===== config.mk =====
export PLATFORM = sky130hd
export DESIGN_NAME = socket_status_change_event_mask
export DESIGN_NICKNAME = d
export VERILOG_FILES = /design/src/pkg/socket_evt_pkg.sv /design/src/verilog/socket_status_change_event_mask.sv /design/src/verilog/socket_pin_sync.sv
export SDC_FILE = /design/constraint.sdc
export NUM_CORES = 1
export LEC_CHECK = 0
export BUFFER_PORTS_ARGS = -buffer_cell sky130_fd_sc_hd__buf_4
export CAP_MARGIN = 20
export CORE_AREA = 8 8 102 150
export CTS_BUF_LIST = sky130_fd_sc_hd__clkbuf_4 sky130_fd_sc_hd__clkbuf_8 sky130_fd_sc_hd__clkbuf_16
export CTS_CLUSTER_DIAMETER = 100
export DETAILED_ROUTE_END_ITERATION = 12
export DIE_AREA = 0 0 110 158
export SYNTH_ARGS = -nofsm -noshare
export SYNTH_HDL_FRONTEND = slang
export SYNTH_SLANG_ARGS = --single-unit

===== constraint.sdc =====
create_clock -name i_sys_clk -period 2 [get_ports i_sys_clk]
set_input_delay 0 -clock i_sys_clk [delete_from_list [all_inputs] [get_ports i_sys_clk]]
set_output_delay 0 -clock i_sys_clk [all_outputs]
set_load 0.02 [all_outputs]

===== src/pkg/socket_evt_pkg.sv =====
package socket_evt_pkg;

    // Register offsets within one socket's register set
    localparam logic [7:0] OFF_CHANGE_FLAGS   = 8'h00;
    localparam logic [7:0] OFF_CHANGE_ENABLES = 8'h04;
    localparam logic [7:0] OFF_LIVE_STATUS    = 8'h08;
    localparam logic [7:0] OFF_EVENT_INJECT   = 8'h0C;
    localparam logic [7:0] OFF_CONTROL_WORD   = 8'h10;
    localparam logic [7:0] OFF_POWER_MGMT     = 8'h20;

    // Field positions shared by flags, enables and live status
    localparam int BIT_CARD_STATUS = 0;
    localparam int BIT_DETECT_ONE  = 1;
    localparam int BIT_DETECT_TWO  = 2;
    localparam int BIT_POWER_CYCLE = 3;
    localparam int EVT_W           = 4;

    // Reset values
    localparam logic [3:0]  FLAGS_RESET   = 4'h0;
    localparam logic [3:0]  ENABLES_RESET = 4'h0;
    localparam logic [31:0] CONTROL_RESET = 32'h0000_0000;
    localparam logic [31:0] PM_RESET      = 32'h0000_0000;

    // Host register request, one word per access
    typedef struct packed {
        logic        sel;
        logic        wr;
        logic [7:0]  addr;
        logic [31:0] wdata;
    } reg_req_t;

    // Sampled card socket inputs
    typedef struct packed {
        logic power_cycle;
        logic detect_two;
        logic detect_one;
        logic status_change;
    } socket_pins_t;

endpackage


===== src/verilog/socket_status_change_event_mask.sv =====
`timescale 1ns/10ps
// Behaviour
// - 32-bit socket registers in memory space
// - Each socket decoded by its own base
// - Power-management register at offset 20h
// - Flags record change only, not value
// - Writing one clears a flag
// - Inject register write of one sets flag
// - Bus reset clears all flags
// - Flags may reset again after card reset
// - Pending flag interrupts when enabled
// - Bit 3 set on power-cycle change
// - Bit 2 set on detect-two change
// - Bit 1 set on detect-one change
// - CardBus card: bit 0 on rising edge
// - 16-bit card: bit 0 on both edges
// - Event registers: bits 31..4 read as zero
// - Enables gate interrupt only, not flags
// - Enable bit 3 gates power-cycle event
// - Enable field 2..1 at 11 gates detect
// - Enable bit 0 gates card status
module socket_status_change_event_mask
    import socket_evt_pkg::*;
(
    // Clock and reset
    input  wire logic         i_sys_clk,
    input  wire logic         i_reset,
    // Register port, already decoded by this socket's base
    input  wire reg_req_t     i_req,
    output logic [31:0]       o_rdata,
    // Card socket pins
    input  wire socket_pins_t i_pins,
    input  wire logic         i_card_is_cardbus,
    // Status change interrupt request
    output logic              o_status_change_interrupt
);

    socket_pins_t pins_s;
    socket_pins_t pins_prev_q;
    logic         cardbus_meta_q;
    logic         cardbus_q;
    logic         seen_q;
    logic [3:0]   change_flags_q;
    logic [3:0]   change_flags_d;
    logic [3:0]   change_enables_q;
    logic [3:0]   inject_live_q;
    logic [31:0]  control_word_q;
    logic [31:0]  power_mgmt_q;
    logic [3:0]   hw_set;
    logic [3:0]   irq_gate;
    logic [31:0]  rdata_d;
    logic         irq_d;
    logic         wr_flags;
    logic         wr_enables;
    logic         wr_inject;
    logic         card_status_state;

    // Address match for a write strobe
    function automatic logic hit(input reg_req_t r, input logic [7:0] off);
        hit = r.sel && r.wr && (r.addr == off);
    endfunction

    // Socket pins cross into the bus clock domain
    socket_pin_sync u_sync (
        .i_sys_clk (i_sys_clk),
        .i_reset   (i_reset),
        .i_pins    (i_pins),
        .o_pins    (pins_s)
    );

    // Card type strap is a level from the socket side
    always_ff @(posedge i_sys_clk) begin
        if (i_reset) begin
            cardbus_meta_q <= 1'b0;
            cardbus_q      <= 1'b0;
        end else begin
            cardbus_meta_q <= i_card_is_cardbus;
            cardbus_q      <= cardbus_meta_q;
        end
    end

    // Previous sample, loaded once before edges are trusted
    always_ff @(posedge i_sys_clk) begin
        if (i_reset) begin
            pins_prev_q <= '0;
            seen_q      <= 1'b0;
        end else begin
            pins_prev_q <= pins_s;
            seen_q      <= 1'b1;
        end
    end

    assign wr_flags   = hit(i_req, OFF_CHANGE_FLAGS);
    assign wr_enables = hit(i_req, OFF_CHANGE_ENABLES);
    assign wr_inject  = hit(i_req, OFF_EVENT_INJECT);

    // Card status line as seen in the live view
    assign card_status_state = pins_s.status_change | inject_live_q[BIT_CARD_STATUS];

    // Hardware change detection; only the fact of a change is kept
    always_comb begin
        hw_set = '0;
        if (seen_q) begin
            hw_set[BIT_POWER_CYCLE] = pins_s.power_cycle ^ pins_prev_q.power_cycle;
            hw_set[BIT_DETECT_TWO]  = pins_s.detect_two ^ pins_prev_q.detect_two;
            hw_set[BIT_DETECT_ONE]  = pins_s.detect_one ^ pins_prev_q.detect_one;
            if (cardbus_q) begin
                hw_set[BIT_CARD_STATUS] = pins_s.status_change
                                        & ~pins_prev_q.status_change;
            end else begin
                hw_set[BIT_CARD_STATUS] = pins_s.status_change
                                        ^ pins_prev_q.status_change;
            end
        end
    end

    // Set beats clear so a change in the clearing cycle survives
    always_comb begin
        change_flags_d = change_flags_q;
        if (wr_flags) begin
            change_flags_d = change_flags_d & ~i_req.wdata[EVT_W-1:0];
        end
        if (wr_inject) begin
            change_flags_d = change_flags_d | i_req.wdata[EVT_W-1:0];
        end
        change_flags_d = change_flags_d | hw_set;
    end

    // Flags run whatever the enables say
    always_ff @(posedge i_sys_clk) begin
        if (i_reset) begin
            change_flags_q <= FLAGS_RESET;
        end else begin
            change_flags_q <= change_flags_d;
        end
    end

    // Last injected values kept for the live-status view
    always_ff @(posedge i_sys_clk) begin
        if (i_reset) begin
            inject_live_q <= '0;
        end else if (wr_inject) begin
            inject_live_q <= i_req.wdata[EVT_W-1:0];
        end
    end

    // Enables, control and power-management words
    always_ff @(posedge i_sys_clk) begin
        if (i_reset) begin
            change_enables_q <= ENABLES_RESET;
            control_word_q   <= CONTROL_RESET;
            power_mgmt_q     <= PM_RESET;
        end else begin
            if (wr_enables) begin
                change_enables_q <= i_req.wdata[EVT_W-1:0];
            end
            if (hit(i_req, OFF_CONTROL_WORD)) begin
                control_word_q <= i_req.wdata;
            end
            if (hit(i_req, OFF_POWER_MGMT)) begin
                power_mgmt_q <= i_req.wdata;
            end
        end
    end

    // Detect pair only counts when both enable bits are set
    always_comb begin
        irq_gate = '0;
        irq_gate[BIT_POWER_CYCLE] = change_enables_q[BIT_POWER_CYCLE];
        irq_gate[BIT_CARD_STATUS] = change_enables_q[BIT_CARD_STATUS];
        irq_gate[BIT_DETECT_ONE]  = change_enables_q[BIT_DETECT_ONE]
                                  & change_enables_q[BIT_DETECT_TWO];
        irq_gate[BIT_DETECT_TWO]  = irq_gate[BIT_DETECT_ONE];
    end

    // Level request from the next flag state; stale flags fire on enable
    assign irq_d = |(change_flags_d & irq_gate);

    always_ff @(posedge i_sys_clk) begin
        if (i_reset) begin
            o_status_change_interrupt <= 1'b0;
        end else begin
            o_status_change_interrupt <= irq_d;
        end
    end

    // Read mux; unmapped offsets and reserved bits read zero
    always_comb begin
        rdata_d = 32'h0000_0000;
        if (i_req.sel && !i_req.wr) begin
            case (i_req.addr)
                OFF_CHANGE_FLAGS: begin
                    rdata_d[EVT_W-1:0] = change_flags_q;
                end
                OFF_CHANGE_ENABLES: begin
                    rdata_d[EVT_W-1:0] = change_enables_q;
                end
                OFF_LIVE_STATUS: begin
                    rdata_d[BIT_CARD_STATUS] = card_status_state;
                    rdata_d[BIT_DETECT_ONE]  = pins_s.detect_one;
                    rdata_d[BIT_DETECT_TWO]  = pins_s.detect_two;
                    rdata_d[BIT_POWER_CYCLE] = pins_s.power_cycle;
                end
                OFF_CONTROL_WORD: begin
                    rdata_d = control_word_q;
                end
                OFF_POWER_MGMT: begin
                    rdata_d = power_mgmt_q;
                end
                default: begin
                    rdata_d = 32'h0000_0000;
                end
            endcase
        end
    end

    // Registered read data, one cycle after the request
    always_ff @(posedge i_sys_clk) begin
        if (i_reset) begin
            o_rdata <= 32'h0000_0000;
        end else begin
            o_rdata <= rdata_d;
        end
    end

endmodule


===== src/verilog/socket_pin_sync.sv =====
`timescale 1ns/10ps
// Two-stage synchroniser for the socket inputs
module socket_pin_sync
    import socket_evt_pkg::*;
(
    // Clock and reset
    input  wire logic         i_sys_clk,
    input  wire logic         i_reset,
    // Raw and synchronised pins
    input  wire socket_pins_t i_pins,
    output socket_pins_t      o_pins
);

    socket_pins_t meta_q;
    socket_pins_t sync_q;

    // First stage is read only by the second
    always_ff @(posedge i_sys_clk) begin
        if (i_reset) begin
            meta_q <= '0;
            sync_q <= '0;
        end else begin
            meta_q <= i_pins;
            sync_q <= meta_q;
        end
    end

    assign o_pins = sync_q;

endmodule


==> results of run 1 <==
[power by group]
group	total, mW	switching, mW	internal (mW)
logic	0.254	0.115	0.139
registers	2.44	0.00881	2.43
clock network	3.07	1.01	2.06
total	5.76	1.13	4.63
[routing by layer]
layer / GRT usage (%) / vias up / share of wire [%]
met5: 0 / - / 0
met4: 7.11 / 0 / 2.6
met3: 3.67 / 23 / 4.6
met2: 26.2 / 92 / 57
met1: 13.5 / 1787 / 36
li1: - / 1917 / -
[logic make-up after synthesis]
kind of cell / Yosys count / synth area share (%)
mux: 1 / 0.225
buf+inv: 42 / 5.74
fa+ha+maj: 1 / 0.281
xor+xnor: 3 / 0.591
simple gates: 212 / 21.9
flops: 121 / 54.5
compound gates: 121 / 16.8
[placed cells by master (no fill, tap or decap), types with 3 or more instances in the layout]
cell / Yosys / layout
a21oi_1: 71 / 71
a222oi_1: 4 / 4
a22oi_1: 31 / 31
and2_1: 4 / 4
and2_2: 4 / 4
buf_4: 4 / 92
bufinv_16: 0 / 3
clkbuf_16: 0 / 17
clkbuf_8: 3 / 3
clkinv_2: 0 / 3
dfxtp_1: 121 / 121
dlygate4sd3_1: 0 / 39
inv_1: 6 / 6
nand2_1: 137 / 137
nand3_1: 4 / 4
nand4_1: 4 / 4
nor2_1: 33 / 33
nor2b_1: 14 / 14
xor2_1: 3 / 3
[cells in the mapped netlist, drive strengths merged (2+ instances only)]
library cell / count
or2: 2
nand3: 4
a31oi: 2
nand2: 137
xor2: 3
clkbuf: 20
and4b: 2
nor4: 2
inv: 6
a222oi: 4
a221oi: 2
nand4: 4
buf: 16
nor2b: 14
dfxtp: 121
and2: 8
o21a: 2
a21oi: 73
nor2: 33
a22oi: 31
[final timing paths]
| kind | startpoint | endpoint | slack [ns] | depth (start not counted) |
|---|---|---|---|---|
| hold reg to reg | u_sync.meta_q[2] | u_sync.o_pins[2] | 0.43 | 1 |
| setup reg to reg | pins_prev_q[0] | o_status_change_interrupt | 0.38 | 7 |
| hold / removal | i_req[32] | change_flags_q[0] | 0.04 | 5 |
| setup / recovery | i_req[35] | power_mgmt_q[7] | 0.15 | 8 |
[critical path, cell delays in order]
cell,delay (ns)
dlygate4sd3_1,0.56
buf_4,0.17
nor4_4,0.36
and4b_2,0.33
and2_1,0.27
buf_12,0.22
nand2_1,0.08
a21oi_1,0.14
[registers in the layout, indices dropped and copies added (netlist names), 4 cells and up]
register,cells
u_sync.meta_q,4
control_word_q,32
change_enables_q,4
pins_prev_q,4
u_sync.o_pins,4
change_flags_q,4
power_mgmt_q,32
o_rdata,32
[cell type report]
class | count | area share [%]
flip-flops and latches | 121 | 39.6
multi-input cells | 338 | 28.9
repair buffers | 132 | 18.0
clock buffers | 22 | 7.87
well taps | 162 | 3.31
clock inverters | 8 | 1.96
inverters | 6 | 0.368
[per-stage QoR]
step                total power [mW]  utilization, %  setup WS, ns
finish                          5.76            46.3         0.154
global route                    5.96            46.3        0.0370
CTS                             5.83            46.3         0.167
detailed placement              2.68            38.8         0.166
global placement                2.68            38.8         0.195
floorplan                       2.57               -         0.558
[what timing repair did]
| action | CTS | global route |
|---|---|---|
| resized for setup | 0 | 2 |
| setup endpoints to repair | 0 | 18 |
| hold buffers | 39 | 0 |
| endpoints found under the hold margin | 79 | 0 |
==> impl_metrics.tcl, run 1 <==
set metrics [dict create \
    design_area_mm2 0.00612 \
    synth_top_area_share_pct 54.5 \
    syn_area_mm2 0.00444 \
    cts_max_level 4 \
    nets 666 \
    worst_slew_pin_slew_ns 0.881 \
    dieArea_mm2 0.0174 \
    cts_tree "done" \
    finClkSkew_ns 0.00638 \
    num_vias 3819 \
    drive_gt1_share_pct 22.0 \
    hp-class "in2reg" \
    nFillCells 1288 \
    io_buffers 81 \
    die_h_um 158 \
    synth_area_leader_cell "dfxtp_1" \
    clock-sinks 121 \
    clk-insertion-delay-late_ns 0.40 \
    clock_path_buffers 2 \
    worst_setup_path_start_kind "primary input" \
    finalWirelength_um 11800 \
    synth_seq_cells 121 \
    syn_inst 501 \
    firstDrtPassIters 4 \
    worst_hold_slack_ns 0.0433 \
    fin_tns_setup_ns 0 \
    synth-main-ff-cell "dfxtp_1" \
    critPathCaptureType "register" \
    syn2layout_area_growth_pct 37.7 \
    ys_top_cells_by_area "dfxtp_1 (55%), nand2_1 (12%), a21oi_1 (8.0%)" \
    post-cts-setup-buffers 0 \
    power.density_mw_per_mm2 942 \
    rsz0062_at_grt "no" \
    io_pins 82 \
    fmax_ghz 0.542 \
    place_inst 720 \
    multi_input_area_mm2 0.00177 \
    setup_viol 0 \
    async_reset_ff_share_pct 0 \
    placed_area_mm2 0.00512 \
    post_synth.cell_area_avg_um2 8.87 \
    slew_headroom_pct 41.3 \
    grt_pass1_vias 3974 \
    core_region_area_mm2 0.0132 \
    yosysWarnings 0 \
    setup.worst_path.class "in2reg" \
    hold_violations 0 \
    vias_per_cell 4.84 \
    finalCritPeriodShare_pct 92.3 \
    die_x_um 110 \
    critPathMaxFanout 28 \
    clk_pin_slew_ns 0.05 \
    drv_cap 0 \
    rows 52 \
    numCtsBuffers 17 \
    start_util_pct 33.6 \
    cellLeakagePower_nw 2.26 \
    regArea_mm2 0.00242 \
    drc 0 \
    track_usage_pct 14.0 \
    final_cells 789 \
    num_antenna_cells 0 \
    syn_nets 551 \
    finalCriticalPeriod_ns 1.85 \
    antenna_found_initial 0 \
    cts_root_buffer "clkbuf_16" \
    critPathRequiredTime_ns 2.32 \
    gr-total-overflow 0 \
    ant_nets 0 \
    synth_edf_count 0 \
    hpwl_um 7910 \
    peakVddDrop_mv 0.582 \
    arrival_ns 2.16 \
    slew_violations 0 \
    wl_per_cell_um 15.0 \
    grt_max_degree 88 \
    finalWeightedCongestion 0.854 \
    ys_seq_area_share_pct 54.5 \
    status "complete, no violations" \
    dr.first_iter.drc_count 133 \
    yosysUniqueCellTypes 40 \
    grt_pass1_wl_um 18800 \
]
(Power assumes the default switching activity.)
==> run 2, diff against run 1 <==
- REMOVE_ABC_BUFFERS: default -> 1
==> run 2 against run 1 <==
Against the previous run: via count rose by 0.18%; clock-buffer cell count unchanged; sequential power barely moved; sequential share of layout area down 0.10 points; critical path type unchanged; critical endpoint is now control_word_q[26]; largest cell class unchanged; largest power group unchanged.
==> impl_metrics.tcl, run 2 (synthesis results as in run 1) <==
set metrics [dict create \
    place_inst 721 \
    grt_pass1_wl_um 18900 \
    ant_nets 0 \
    numCtsBuffers 17 \
    clock-sinks 121 \
    slowest_stage "dlygate4sd3_1" \
    vias_per_cell 4.81 \
    cp.depth 8 \
    clk-insertion-delay-late_ns 0.40 \
    fmax_ghz 0.537 \
    status "complete, no violations" \
    hold_buffers 43 \
    track_usage_pct 13.9 \
    nFillCells 1310 \
    holdPathStages 5 \
    crit_family "simple AND/OR/NAND/NOR gates" \
    post-cts-setup-buffers 0 \
    critPathCaptureType "register" \
    core_region_area_mm2 0.0132 \
    io_pins 82 \
    critPathBufInv 3 \
    layout_commonest_cell "nand2_1" \
    finClkSkew_ns 0.00520 \
    slew_violations 0 \
    num_vias 3826 \
    critPathRequiredTime_ns 2.35 \
    finalCriticalPeriod_ns 1.86 \
    cellLeakagePower_nw 2.26 \
    firstDrtPassIters 5 \
    slew_headroom_pct 59.2 \
    worst_slack_ns 0.138 \
    finalCritPeriodShare_pct 93.1 \
    worstPathCellList "buf_4, nor4_4, and4b_1, and2_1, buf_4, nand2_1, a21oi_1, dlygate4sd3_1" \
    antenna_found_initial 0 \
    dpl_worst_slack_ns 0.261 \
    drive_gt1_share_pct 21.9 \
    rows 52 \
    syn2layout_area_growth_pct 38.1 \
    setup_viol 0 \
    most-common-layout-cells "nand2_1 (137), dfxtp_1 (121), buf_4 (94), a21oi_1 (71), dlygate4sd3_1 (43)" \
    fin_util_pct 46.5 \
    hpwl_um 7290 \
    hold_violations 0 \
    finalWeightedCongestion 0.832 \
    worst_setup_path_start_kind "primary input" \
    drv_cap 0 \
    num_antenna_cells 0 \
    final_cells 796 \
    setup.worst_path.class "in2reg" \
    worst_slew_pin_slew_ns 0.606 \
    r2r_cells 6 \
    die_h_um 158 \
    start_util_pct 33.6 \
    critPathMaxFanout 23 \
    nets 671 \
    cts_root_buffer "clkbuf_16" \
    drc 0 \
    finalWirelength_um 11400 \
    dieArea_mm2 0.0174 \
    grt_max_degree 54 \
    post_cts_resize_count 0 \
    die_x_um 110 \
    clock_path_buffers 2 \
    cp_common_cell "buf_4" \
    peakVddDrop_mv 0.493 \
    cts_max_level 4 \
    arrival_ns 2.21 \
    reg_top3 "control_word_q x32, o_rdata x32, power_mgmt_q x32" \
    slowest_delay_ns 0.56 \
    dr.first_iter.drc_count 183 \
    grt_pass1_vias 3985 \
    rsz0062_at_grt "no" \
    power.density_mw_per_mm2 917 \
    hp-class "in2reg" \
    gr-total-overflow 0 \
    io_buffers 81 \
    clk_pin_slew_ns 0.06 \
    cts_tree "done" \
    wl_per_cell_um 14.3 \
]
==> run 2: cell types whose count changed in the layout (fill, tap and decap cells not counted), sizes merged <==
cell         previous run  this run
inv                     6         7
bufinv                  3         1
dlygate4sd3            39        43
buf                    93        94
clkinvlp                2         5
==> run 2: report_power, final <==
part,leakage (nW),internal [mW],switching [mW]
Sequential,0.977,2.43,0.00898
Clock,0.277,1.87,1.06
Combinational,1.01,0.141,0.112
==> run 2: final cells by class <==
type / count / area, um^2 / share of cell area [%]
Multi-Input combinational cell: 338 / 1770 / 28.8
Sequential cell: 121 / 2420 / 39.5
Inverter: 6 / 22.5 / 0.367
Clock buffer: 22 / 494 / 8.05
Timing Repair Buffer: 137 / 1140 / 18.5
Clock inverter: 10 / 91.3 / 1.49
Tap cell: 162 / 203 / 3.30
==> run 2: path summary, 6_finish.rpt <==
| check | startpoint | end | slack, ns |
|---|---|---|---|
| worst max-delay path | i_req[34] | control_word_q[26] | 0.14 |
| worst min register to register | u_sync.meta_q[1] | u_sync.o_pins[1] | 0.43 |
| worst min-delay path | i_req[32] | change_flags_q[0] | 0.03 |
| worst max register to register | u_sync.o_pins[0] | o_status_change_interrupt | 0.38 |
==> run 2: metal layers <==
metal | share of wire [%] | up-vias | global-route usage, % | routed length, um
met5 | 0 | - | 0 | 0
met1 | 41 | 1787 | 15.1 | 4690
met2 | 52 | 100 | 24.1 | 5880
met4 | 1.2 | 0 | 6.14 | 133
met3 | 6.2 | 12 | 3.99 | 710
li1 | - | 1927 | - | -
==> run 2: tightest hold or removal path, delay by kind of cell <==
kind	cells	cell delay [ns]
and+or+nand+nor	3	0.21
buffers and inverters	1	0.10
AOI/OAI and AO/OA	1	0.09
==> run 2: metrics by stage <==
step	setup TNS, ns	hold WS [ns]	area, um^2	total power, mW
floorplan	-8.90	0.0624	4210	2.53
global placement	0	0.210	5120	2.68
detailed placement	0	0.218	5120	2.68
CTS	0	0.0148	6140	5.69
global route	0	0.0431	6140	5.84
finish	0	0.0307	6140	5.63
